## src/include/dsi_defines.svh

```systemverilog
// Offsets, field positions, reset values and signature constants of the display status block.
// Assumes inclusion by bare name from the design files and the bench.
`ifndef DSI_DEFINES_SVH
`define DSI_DEFINES_SVH
`define DSI_OFS_STATUS 8'h48
`define DSI_OFS_MASK 8'h4A
`define DSI_OFS_INTERVAL 8'h4C
`define DSI_OFS_OPCODE 8'h4E
`define DSI_DUMP_ID_SIG 8'h3D
`define DSI_BIT_FRAME 7
`define DSI_BIT_UNKNOWN 6
`define DSI_BIT_RSVD 5
`define DSI_BIT_UNDERRUN 4
`define DSI_BIT_VBLANK 3
`define DSI_BIT_EVEN 2
`define DSI_BIT_ODD 1
`define DSI_BIT_DONE 0
`define DSI_OPC_BIT_SIG_EN 14
`define DSI_OPC_BIT_END_LIST 0
`define DSI_STATUS_RESET 8'h00
`define DSI_MASK_RESET 8'hFF
`define DSI_INTERVAL_RESET 8'h00
`define DSI_OPCODE_RESET 16'h0001
`define DSI_SIG_SEED 16'hFFFF
`define DSI_SIG_TAPS 16'h1021
`endif

```

## src/include/dsi_pkg.sv

```systemverilog
// Types used by the display status block's strap mode decode; the signature analyser uses none of them.
// Assumes the defines header is on the include path.
package dsi_pkg;
	typedef enum logic [2:0] {
		DSI_MODE_NORMAL,
		DSI_MODE_RESERVED,
		DSI_MODE_DISPLAY_TEST,
		DSI_MODE_DRIVE_HIGH,
		DSI_MODE_DRIVE_LOW,
		DSI_MODE_TRISTATE
	} dsi_mode_t;
endpackage

```

## src/include/dsi_sig_if.sv

```systemverilog
// Carrier between the status block and the signature analyser.
// Assumes both ends run on the same system clock.
`timescale 1ns/1ps
interface dsi_sig_if;
	logic enable;
	logic pixel_valid;
	logic [7:0] pixel;
	logic frame_end;
	logic [15:0] signature;
	modport ctrl (output enable, output pixel_valid, output pixel, output frame_end,
		input signature);
	modport sig (input enable, input pixel_valid, input pixel, input frame_end,
		output signature);
endinterface

```

## src/rtl/dsi_signature.sv

```systemverilog
// Sixteen-bit LFSR signature analyser over the video pixel stream.
// Assumes pixel and frame strobes come from logic on the system clock.
`timescale 1ns/1ps
`include "dsi_defines.svh"
module dsi_signature (
	input wire logic i_sys_clk,
	input wire logic i_reset,
	dsi_sig_if.sig sig_port
);
	logic [15:0] lfsr_reg;
	logic [15:0] lfsr_next;
	logic [15:0] latch_reg;
	logic [15:0] latch_next;
	logic [15:0] shifted;

	always_comb begin
		shifted = {lfsr_reg[14:0], 1'b0} ^ ({16{lfsr_reg[15]}} & `DSI_SIG_TAPS);
		lfsr_next = lfsr_reg;
		latch_next = latch_reg;
		if (sig_port.enable && sig_port.pixel_valid) begin
			lfsr_next = shifted ^ {8'h00, sig_port.pixel};
		end
		if (sig_port.frame_end) begin
			// The frame's signature is held while the next frame starts afresh.
			latch_next = lfsr_reg;
			lfsr_next = `DSI_SIG_SEED;
		end
		if (!sig_port.enable) begin
			lfsr_next = `DSI_SIG_SEED;
		end
	end

	always_ff @(posedge i_sys_clk) begin
		if (i_reset) begin
			lfsr_reg <= `DSI_SIG_SEED;
			latch_reg <= 16'h0000;
		end else begin
			lfsr_reg <= lfsr_next;
			latch_reg <= latch_next;
		end
	end

	assign sig_port.signature = latch_reg;
endmodule

```

## src/rtl/dsi_status_top.sv

```systemverilog
// Display status and interrupt block with test mode strapping and pin conditioning.
// Assumes display engine strobes share the system clock; strap pins are asynchronous.
`timescale 1ns/1ps
`include "dsi_defines.svh"
module dsi_status_top (
	input wire logic i_sys_clk,
	input wire logic i_reset,
	input wire logic i_rd_n,
	input wire logic i_wr_n,
	input wire logic i_memory_io_select,
	input wire logic i_reg_rd,
	input wire logic i_reg_wr,
	input wire logic [7:0] i_reg_addr,
	input wire logic [15:0] i_reg_wdata,
	input wire logic i_dump_req,
	input wire logic [7:0] i_dump_id,
	input wire logic i_frame_end,
	input wire logic i_cmd_issue,
	input wire logic i_cmd_known,
	input wire logic i_cmd_list_end,
	input wire logic i_loop_mode,
	input wire logic i_fifo_underrun,
	input wire logic i_line_blank_interval,
	input wire logic i_vsync_blank,
	input wire logic i_interlace,
	input wire logic i_field_even,
	input wire logic [7:0] i_pixel,
	input wire logic i_pixel_valid,
	input wire logic [7:0] i_field_fill_color,
	output logic o_irq,
	output logic [15:0] o_reg_rdata,
	output logic o_reg_ack,
	output logic [15:0] o_dump_data,
	output logic o_dump_ack,
	output logic o_cmd_execute,
	output logic o_force_eol,
	output logic o_fetch_start,
	output logic [7:0] o_video_pixel_bus,
	output logic o_video_oe,
	output logic o_pins_value,
	output logic o_pins_force,
	output logic o_pins_tristate,
	output logic o_display_test_mode
);
	dsi_sig_if sig_bus ();

	// Strap synchronisers and mode capture.
	logic [2:0] strap_s1_reg;
	logic [2:0] strap_s2_reg;
	logic reset_d_reg;
	dsi_pkg::dsi_mode_t mode_reg;
	dsi_pkg::dsi_mode_t mode_next;

	function automatic dsi_pkg::dsi_mode_t decode_mode(input logic [2:0] code);
		case (code)
			3'h0: decode_mode = dsi_pkg::DSI_MODE_RESERVED;
			3'h1: decode_mode = dsi_pkg::DSI_MODE_RESERVED;
			3'h2: decode_mode = dsi_pkg::DSI_MODE_DISPLAY_TEST;
			3'h3: decode_mode = dsi_pkg::DSI_MODE_DRIVE_HIGH;
			3'h4: decode_mode = dsi_pkg::DSI_MODE_DRIVE_LOW;
			3'h5: decode_mode = dsi_pkg::DSI_MODE_TRISTATE;
			default: decode_mode = dsi_pkg::DSI_MODE_NORMAL;
		endcase
	endfunction

	always_comb begin
		mode_next = mode_reg;
		if (reset_d_reg && !i_reset) begin
			mode_next = decode_mode(strap_s2_reg);
		end
	end

	always_ff @(posedge i_sys_clk) begin
		strap_s1_reg <= {i_rd_n, i_wr_n, i_memory_io_select};
		strap_s2_reg <= strap_s1_reg;
		reset_d_reg <= i_reset;
		if (i_reset) begin
			mode_reg <= dsi_pkg::DSI_MODE_NORMAL;
		end else begin
			mode_reg <= mode_next;
		end
	end

	// Registers, status flags and interrupt.
	logic [7:0] status_reg;
	logic [7:0] status_next;
	logic [7:0] mask_reg;
	logic [7:0] mask_next;
	logic [7:0] interval_reg;
	logic [7:0] interval_next;
	logic [15:0] opcode_reg;
	logic [15:0] opcode_next;
	logic [7:0] frame_cnt_reg;
	logic [7:0] frame_cnt_next;
	logic loop_d_reg;
	logic irq_next;
	logic [15:0] rdata_next;
	logic [7:0] set_bits;
	logic [7:0] clear_bits;
	logic status_read;
	logic list_done;

	always_comb begin
		status_read = i_reg_rd && (i_reg_addr == `DSI_OFS_STATUS);
		// A command list that ends inside loop mode reports only on loop exit.
		list_done = (i_cmd_list_end && !i_loop_mode) || (loop_d_reg && !i_loop_mode);
		set_bits = 8'h00;
		frame_cnt_next = frame_cnt_reg;
		if (i_frame_end) begin
			if (frame_cnt_reg == interval_reg) begin
				set_bits[`DSI_BIT_FRAME] = 1'b1;
				frame_cnt_next = 8'h00;
			end else begin
				frame_cnt_next = frame_cnt_reg + 8'h01;
			end
		end
		set_bits[`DSI_BIT_UNKNOWN] = i_cmd_issue && !i_cmd_known;
		set_bits[`DSI_BIT_UNDERRUN] = i_fifo_underrun;
		set_bits[`DSI_BIT_VBLANK] = i_vsync_blank;
		set_bits[`DSI_BIT_EVEN] = i_interlace && i_field_even;
		set_bits[`DSI_BIT_ODD] = i_interlace && !i_field_even;
		set_bits[`DSI_BIT_DONE] = list_done;
		clear_bits = status_read ? ~mask_reg : 8'h00;
		// A flag raised in the reading cycle survives the clear.
		status_next = ((status_reg & ~clear_bits) | set_bits) & ~(8'h01 << `DSI_BIT_RSVD);
		irq_next = |(status_next & ~mask_reg);
		mask_next = mask_reg;
		interval_next = interval_reg;
		opcode_next = opcode_reg;
		if (i_reg_wr) begin
			case (i_reg_addr)
				`DSI_OFS_MASK: mask_next = i_reg_wdata[7:0];
				`DSI_OFS_INTERVAL: interval_next = i_reg_wdata[7:0];
				`DSI_OFS_OPCODE: opcode_next = i_reg_wdata;
				default: mask_next = mask_reg;
			endcase
		end
		if (list_done) begin
			opcode_next[`DSI_OPC_BIT_END_LIST] = 1'b1;
		end
		case (i_reg_addr)
			`DSI_OFS_STATUS: rdata_next = {8'h00, status_reg};
			`DSI_OFS_MASK: rdata_next = {8'h00, mask_reg};
			`DSI_OFS_INTERVAL: rdata_next = {8'h00, interval_reg};
			`DSI_OFS_OPCODE: rdata_next = opcode_reg;
			default: rdata_next = 16'h0000;
		endcase
	end

	always_ff @(posedge i_sys_clk) begin
		if (i_reset) begin
			status_reg <= `DSI_STATUS_RESET;
			mask_reg <= `DSI_MASK_RESET;
			interval_reg <= `DSI_INTERVAL_RESET;
			opcode_reg <= `DSI_OPCODE_RESET;
			frame_cnt_reg <= 8'h00;
			loop_d_reg <= 1'b0;
			o_irq <= 1'b0;
			o_reg_rdata <= 16'h0000;
			o_reg_ack <= 1'b0;
		end else begin
			status_reg <= status_next;
			mask_reg <= mask_next;
			interval_reg <= interval_next;
			opcode_reg <= opcode_next;
			frame_cnt_reg <= frame_cnt_next;
			loop_d_reg <= i_loop_mode;
			o_irq <= irq_next;
			o_reg_rdata <= i_reg_rd ? rdata_next : o_reg_rdata;
			o_reg_ack <= i_reg_rd;
		end
	end

	// Line handling, video output, signature and pin conditioning.
	logic fill_reg;
	logic fill_next;
	logic blank_d_reg;
	logic fetch_next;
	logic [7:0] video_next;
	logic video_oe_next;
	logic test_mode;

	assign sig_bus.enable = test_mode && opcode_reg[`DSI_OPC_BIT_SIG_EN];
	assign sig_bus.pixel_valid = i_pixel_valid && !fill_reg;
	assign sig_bus.pixel = i_pixel;
	assign sig_bus.frame_end = i_frame_end;

	dsi_signature u_signature (
		.i_sys_clk(i_sys_clk),
		.i_reset(i_reset),
		.sig_port(sig_bus.sig)
	);

	always_comb begin
		test_mode = (mode_reg == dsi_pkg::DSI_MODE_DISPLAY_TEST);
		fetch_next = i_line_blank_interval && !blank_d_reg;
		fill_next = fill_reg;
		if (i_fifo_underrun) begin
			fill_next = 1'b1;
		end else if (fetch_next) begin
			fill_next = 1'b0;
		end
		video_oe_next = 1'b1;
		video_next = fill_next ? i_field_fill_color : i_pixel;
		if (test_mode && sig_bus.enable && i_line_blank_interval) begin
			// The analyser's eight low bits fit the pixel bus; the high byte only dumps.
			video_next = sig_bus.signature[7:0];
		end
		case (mode_reg)
			dsi_pkg::DSI_MODE_DRIVE_HIGH: video_next = 8'hFF;
			dsi_pkg::DSI_MODE_DRIVE_LOW: video_next = 8'h00;
			dsi_pkg::DSI_MODE_TRISTATE: video_oe_next = 1'b0;
			default: video_oe_next = 1'b1;
		endcase
	end

	always_ff @(posedge i_sys_clk) begin
		if (i_reset) begin
			fill_reg <= 1'b0;
			blank_d_reg <= 1'b0;
			o_cmd_execute <= 1'b0;
			o_force_eol <= 1'b0;
			o_fetch_start <= 1'b0;
			o_video_pixel_bus <= 8'h00;
			o_video_oe <= 1'b1;
			o_dump_data <= 16'h0000;
			o_dump_ack <= 1'b0;
			o_pins_value <= 1'b0;
			o_pins_force <= 1'b0;
			o_pins_tristate <= 1'b0;
			o_display_test_mode <= 1'b0;
		end else begin
			fill_reg <= fill_next;
			blank_d_reg <= i_line_blank_interval;
			o_cmd_execute <= i_cmd_issue && i_cmd_known;
			o_force_eol <= i_fifo_underrun;
			o_fetch_start <= fetch_next;
			o_video_pixel_bus <= video_next;
			o_video_oe <= video_oe_next;
			if (i_dump_req) begin
				o_dump_data <= (i_dump_id == `DSI_DUMP_ID_SIG) ? sig_bus.signature : 16'h0000;
			end
			o_dump_ack <= i_dump_req;
			o_pins_value <= (mode_reg == dsi_pkg::DSI_MODE_DRIVE_HIGH);
			o_pins_force <= (mode_reg == dsi_pkg::DSI_MODE_DRIVE_HIGH) ||
				(mode_reg == dsi_pkg::DSI_MODE_DRIVE_LOW);
			o_pins_tristate <= (mode_reg == dsi_pkg::DSI_MODE_TRISTATE);
			o_display_test_mode <= test_mode;
		end
	end
endmodule

```

## config.mk

```make
export PLATFORM = sky130hd
export DESIGN_NAME = dsi_status_top
export DESIGN_NICKNAME = d
export VERILOG_FILES = /design/src/include/dsi_pkg.sv /design/src/include/dsi_sig_if.sv /design/src/rtl/dsi_signature.sv /design/src/rtl/dsi_status_top.sv
export VERILOG_INCLUDE_DIRS = /design/src /design/src/include
export SDC_FILE = /design/constraint.sdc
export NUM_CORES = 1
export LEC_CHECK = 0
export ABC_AREA = 1
export BUFFER_PORTS_ARGS = -buffer_cell sky130_fd_sc_hd__buf_2
export CAP_MARGIN = 20
export CORE_ASPECT_RATIO = 0.6
export CORE_MARGIN = 1
export CORE_UTILIZATION = 32
export DETAILED_ROUTE_END_ITERATION = 16
export HOLD_SLACK_MARGIN = 0.1
export SLEW_MARGIN = 20
export SYNTH_ARGS = -nofsm -noshare
export SYNTH_HDL_FRONTEND = slang
export SYNTH_SLANG_ARGS = --single-unit
```

## constraint.sdc

```tcl
create_clock -name i_sys_clk -period 4.75 [get_ports i_sys_clk]
set_clock_uncertainty 0.1 [all_clocks]
set_input_delay 0.2375 -clock i_sys_clk [delete_from_list [all_inputs] [get_ports i_sys_clk]]
set_output_delay 0.2375 -clock i_sys_clk [all_outputs]
set_load 0.01 [all_outputs]
```

Yosys cells after proc, flatten, opt, wreduce, memory -nomap -nowiden
Cells that the tools add are included.
Storage, ports and cells
  flip-flop bits (word level): 144
  bits of input ports: 67
  output and inout bits: 51
  word-level logic and storage cells: 97
Operators by class
  add/subtract/negate cells: 1
  eq/ne operators: 15
  mux-type cells: 13
  bitwise gates (word level): 8
  reductions and logical operators: 30
Operators with widths (number)
  16-bit case mux with 4 select lines: 1
  8-bit by 7-bit == test with 1-bit output, second input constant: 4
  8-bit 2-to-1 mux: 4
  8-bit AND: 2
  16-bit 2-to-1 mux: 1
  8-bit NOT: 2
  8-bit case mux with 2 select lines: 1
  16-bit by 13-bit XOR with 16-bit output: 1
  16-bit by 8-bit XOR with 16-bit output: 1
  3-bit case mux with 5 select lines: 1
  1-bit logical AND: 14
  3-bit by 2-bit == test with 1-bit output, second input constant: 4
  3-bit == test, second input constant: 4
  8-bit by 1-bit adder with 8-bit output, second input constant: 1
  8-bit by 6-bit == test with 1-bit output, second input constant: 1
  8-bit == test: 1
  8-bit OR: 1
  8-bit OR reduction: 1
  1-bit zero test: 6
  2-bit AND reduction: 3
  1-bit 2-to-1 mux: 5
  2-bit OR reduction: 2
  3-bit by 1-bit == test with 1-bit output, second input constant: 1
  3-bit zero test: 1
  other kinds (3): 4

Depth between registers and ports, before layout
  depth after elaboration: 8
  mapped depth: 11
  mapped depth without buffers: 10

Hierarchy
Synthesis repeated with hierarchy kept, for this count alone.
Unflattened totals
  cell total of the unflattened synthesis: 729
  area, all modules: 5703.0 um^2
By module, submodules not included
  dsi_status_top: times used 1, cells an instance 572, area an instance 4454.3 um^2, seq. area each 2222.1 um^2
  dsi_signature: times used 1, cells an instance 157, area an instance 1248.7 um^2, seq. area each 640.6 um^2

Worst setup path before layout
No wires, ideal clock.
  path kind: reg2reg
  start point: reg mode_reg[2]
  end point: reg u_signature.lfsr_reg[12]
  setup time: 127 ps
  arrival time: 1304 ps
  required time: 4523 ps
  slack: 3220 ps
  stages on the path, launching flop included: 8
  path buffers: 1
  clock period less this slack: 1530 ps
  path through: dfxtp_1 nor3_2 inv_2 nor2_4 inv_2 nor2_1 buf_2 o211ai_2
Between the ends
  cells in the longest elaborated chain, start to end: 4
  elaborated cells on any way between the ends: 5
  those cells by class: eq/ne: 1; bitwise: 1; reduce/logical: 3
Ends and longest elaborated chain
  from (decl): RTL line dsi_status_top.sv:51  | dsi_pkg::dsi_mode_t mode_reg;
  from (signal assigned): RTL line dsi_status_top.sv:78  | mode_reg <= dsi_pkg::DSI_MODE_NORMAL;
  from (signal assigned): RTL line dsi_status_top.sv:80  | mode_reg <= mode_next;
  3-bit by 2-bit == test with 1-bit output (*): RTL line dsi_status_top.sv:195  | test_mode = (mode_reg == dsi_pkg::DSI_MODE_DISPLAY_TEST);
  1-bit logical AND (*): RTL line dsi_status_top.sv:183  | assign sig_bus.enable = test_mode && opcode_reg[`DSI_OPC_BIT_SIG_EN];
  1-bit NOT (no line)
  3-bit OR reduction (no line)
  to (signal assigned): RTL line dsi_signature.sv:35  | lfsr_reg <= `DSI_SIG_SEED;
  to (signal assigned): RTL line dsi_signature.sv:38  | lfsr_reg <= lfsr_next;
  to (decl): RTL line dsi_signature.sv:10  | logic [15:0] lfsr_reg;
Every way passes the cells marked *; elsewhere a longest branch is shown, timed or not.
A chain may end at the register's enable or synchronous reset.

Final worst setup path
  start point: in i_reg_addr[7]
  end point: reg opcode_reg[0]
Between the ends
  cells in the longest elaborated chain, start to end: 2
Ends and longest elaborated chain
  from (decl): RTL line dsi_status_top.sv:13  | input wire logic [7:0] i_reg_addr,
  8-bit by 7-bit == test with 1-bit output: RTL line dsi_status_top.sv:131  | case (i_reg_addr)
  2-bit AND reduction (no line)
  to (signal assigned): RTL line dsi_status_top.sv:155  | opcode_reg <= `DSI_OPCODE_RESET;
  to (signal assigned): RTL line dsi_status_top.sv:165  | opcode_reg <= opcode_next;
  to (decl): RTL line dsi_status_top.sv:91  | logic [15:0] opcode_reg;
No other way between the ends.

==> impl_metrics.yaml <==
finish:
  synthToLayoutAreaGrowth_pct: 29.42
  drive_gt1_frac: 0.1913
  multi_input_comb_area_um2: 2390
  fillers: 1765
  final_design_area_no_fill_um2: 7298
  antennaDiodeCount: 0
  nNetsFinal: 930
  regArea_um2: 2863
critical_path:
  timing.rr.start: "mode_reg[2]"
  worstSetupPathType: "input pin to flop"
  crit_arrival_ns: 2.24
  critPathMaxFanout: 18
  crit_start: "i_reg_addr[7]"
  rr_endpoint: "u_signature.lfsr_reg[5]"
  worstSetupStartpointType: "input pin"
  reg2reg_slack_ns: 2.92
  critPathRequiredTime_ns: 4.94
  endpoint_kind: "flop"
  crit_path_end: "opcode_reg[0]"
  reg2reg_depth: 6
yosys:
  avgSynthCellArea_um2: 7.843
  synthCells: 719
  async_reset_ff_frac: 0
  synth_seq_cells: 143
  synth_top_cells_by_count: "nand2_1 (168), dfxtp_1 (143), a21oi_1 (70)"
  synth_nets: 787
  synth_edf_count: 0
  yosysMostFrequentCell: "nand2_1"
  synth.area.top_cells: "dfxtp_1 (51%), nand2_1 (11%), a21oi_1 (6.2%)"
  yosysWarnings: 0
  synth-main-ff-cell: "dfxtp_1"
  synth_top_cell_by_area: "dfxtp_1"
  seq_area_frac_synth: 0.5077
  synth_top_area_share: 0.5077
  syn_area_um2: 5639
  synth_cell_type_count: 35
grt:
  grt_start_max_net_pins: 86
  grt_antenna_before_repair: 1
  grt_pass1_wl_um: 25450
  track_usage: 0.1804
  first_global_vias: 4748
  grt_overflow: 0
detailed_routing:
  avgRoutedWirePerCell_um: 14.25
  drtPass1Iterations: 5
  vias: 5177
  post_drt_via_cell_ratio: 4.677
  drt-total-wl_um: 15780
  ant_nets: 0
  drc: 0
  first_iter_violations: 415
floorplan:
  start_util: 0.3283
  die_x_um: 173.4
  core_area_um2: 17180
  die_h_um: 104.8
  rows: 37
  die_area_um2: 18170
  io_pins: 118
timing:
  max_slew_margin: 0.3607
  final.period_utilization: 0.4307
  tns_ns: 0
  slew_violations: 0
  worst_pin_slew_ns: 0.9554
  rsz0062_at_grt: "no"
  timing.fmax_ghz: 0.4888
  setup_violations: 0
  hold_viol_final: 0
  period_needed_ns: 2.046
clock_tree:
  cts_setup_buffers: 0
  insertion_delay_ns: 0.41
  tritoncts: "yes"
  hold_buffers: 38
  cts_made_buffers: 17
  cts_resized: 0
  cts_buffer_depth: 2
  clk_pin_slew_ns: 0.06
  ctsHtreeMaxLevel: 4
  cts_root_buffer: "clkbuf_16"
  cts_num_sinks: 143
power:
  vdd_ir_drop_max_uv: 233.6
  intPower_mw: 2.044
  pwr-share-clk: 0.456
  p_seq_frac: 0.471
  sw_frac_of_total: 0.2365
  total_leakage_power_nw: 3.232
  power.total_mw: 2.677
  combPwrFrac: 0.073
  switchingPower_mw: 0.6333
  powerDensity_nw_per_um2: 366.9
worst_hold_path:
  hp-class: "input pin to flop"
place:
  io_buffers: 117
  gp_congestion: 0.7962
  placed_area_um2: 6379
  dpl.hpwl_um: 11180
outcome:
  status: "finished clean"
run:
  cap_violations: 0
==> metrics by stage <==
stage	hold slack [ns]	utilization	worst slack [ns]	instances
floorplan	0.1652	-	3.220	719
global placement	0.2116	0.3714	2.299	1039
detailed placement	0.2121	0.3714	2.224	1039
CTS	0.1258	0.4248	2.577	1107
global route	0.1481	0.4249	2.471	1107
finish	0.1371	0.4249	2.704	1107
==> cell type report <==
class                           count  area share
Clock buffer                       19     0.06069
Clock inverter                     11     0.01286
Inverter                           62     0.03223
Multi-Input combinational cell    481      0.3274
Sequential cell                   143      0.3923
Tap cell                          234     0.04012
Timing Repair Buffer              157      0.1344
==> logic make-up after synthesis <==
group / synth area share
adders and majority gates: 0.002218
buffers and inverters: 0.06900
and+or+nand+nor: 0.2210
AOI/OAI and AO/OA: 0.1722
xor gates and xnor gates: 0.02796
DFF: 0.5077
==> critical path, cell delays in order <==
cell and delay [ns]:
buf_2 0.09, inv_1 0.04, nand2_1 0.07, nor2_4 0.38
nand3_2 0.27, clkinv_1 0.28, nand2_1 0.08, a21oi_1 0.13
nand3_1 0.08, dlygate4sd3_1 0.57
==> cells in the final DEF (no fill, tap or decap), drive strengths merged <==
cell	instances
a31oi	1
nor3b	3
nor2	60
o21ai	61
o211ai	17
xnor2	15
ha	1
nand3	38
a21oi	70
clkinv	10
o22ai	6
a211oi	16
clkinvlp	4
dlygate4sd3	38
nand2	170
nor4	1
xor2	3
o221ai	1
inv	58
bufinv	1
nand4	10
clkbuf	19
dfxtp	143
nor3	7
or2	1
buf	119
==> power groups by stage <==
stage	logic (mW)	registers, mW	clock network (mW)
finish	0.195	1.26	1.22
global route	0.219	1.26	1.31
CTS	0.196	1.26	1.24
detailed placement	0.171	1.29	0
global placement	0.170	1.29	0
floorplan	0.0891	1.29	0
==> how the worst min path moves through the flow <==
stage,depth (start not counted),end,slack [ns],start
after floorplan,0,reset_d_reg,0.17,i_reset
after global placement,0,strap_s2_reg[0],0.21,strap_s1_reg[0]
after detailed placement,0,strap_s2_reg[0],0.21,strap_s1_reg[0]
after CTS,5,o_video_pixel_bus[5],0.13,i_field_fill_color[5]
after global routing,5,o_video_pixel_bus[5],0.15,i_field_fill_color[5]
final,5,o_video_pixel_bus[5],0.14,i_field_fill_color[5]
==> metal layers <==
metal,global-route usage,wire length [µm],vias to the layer above
li1,-,-,2686
met1,0.2873,8921,2341
met2,0.2312,5844,139
met3,0.04658,923,9
met4,0.04362,72,2
met5,0,13,-
Note: power is estimated with default switching activity, not from simulation.
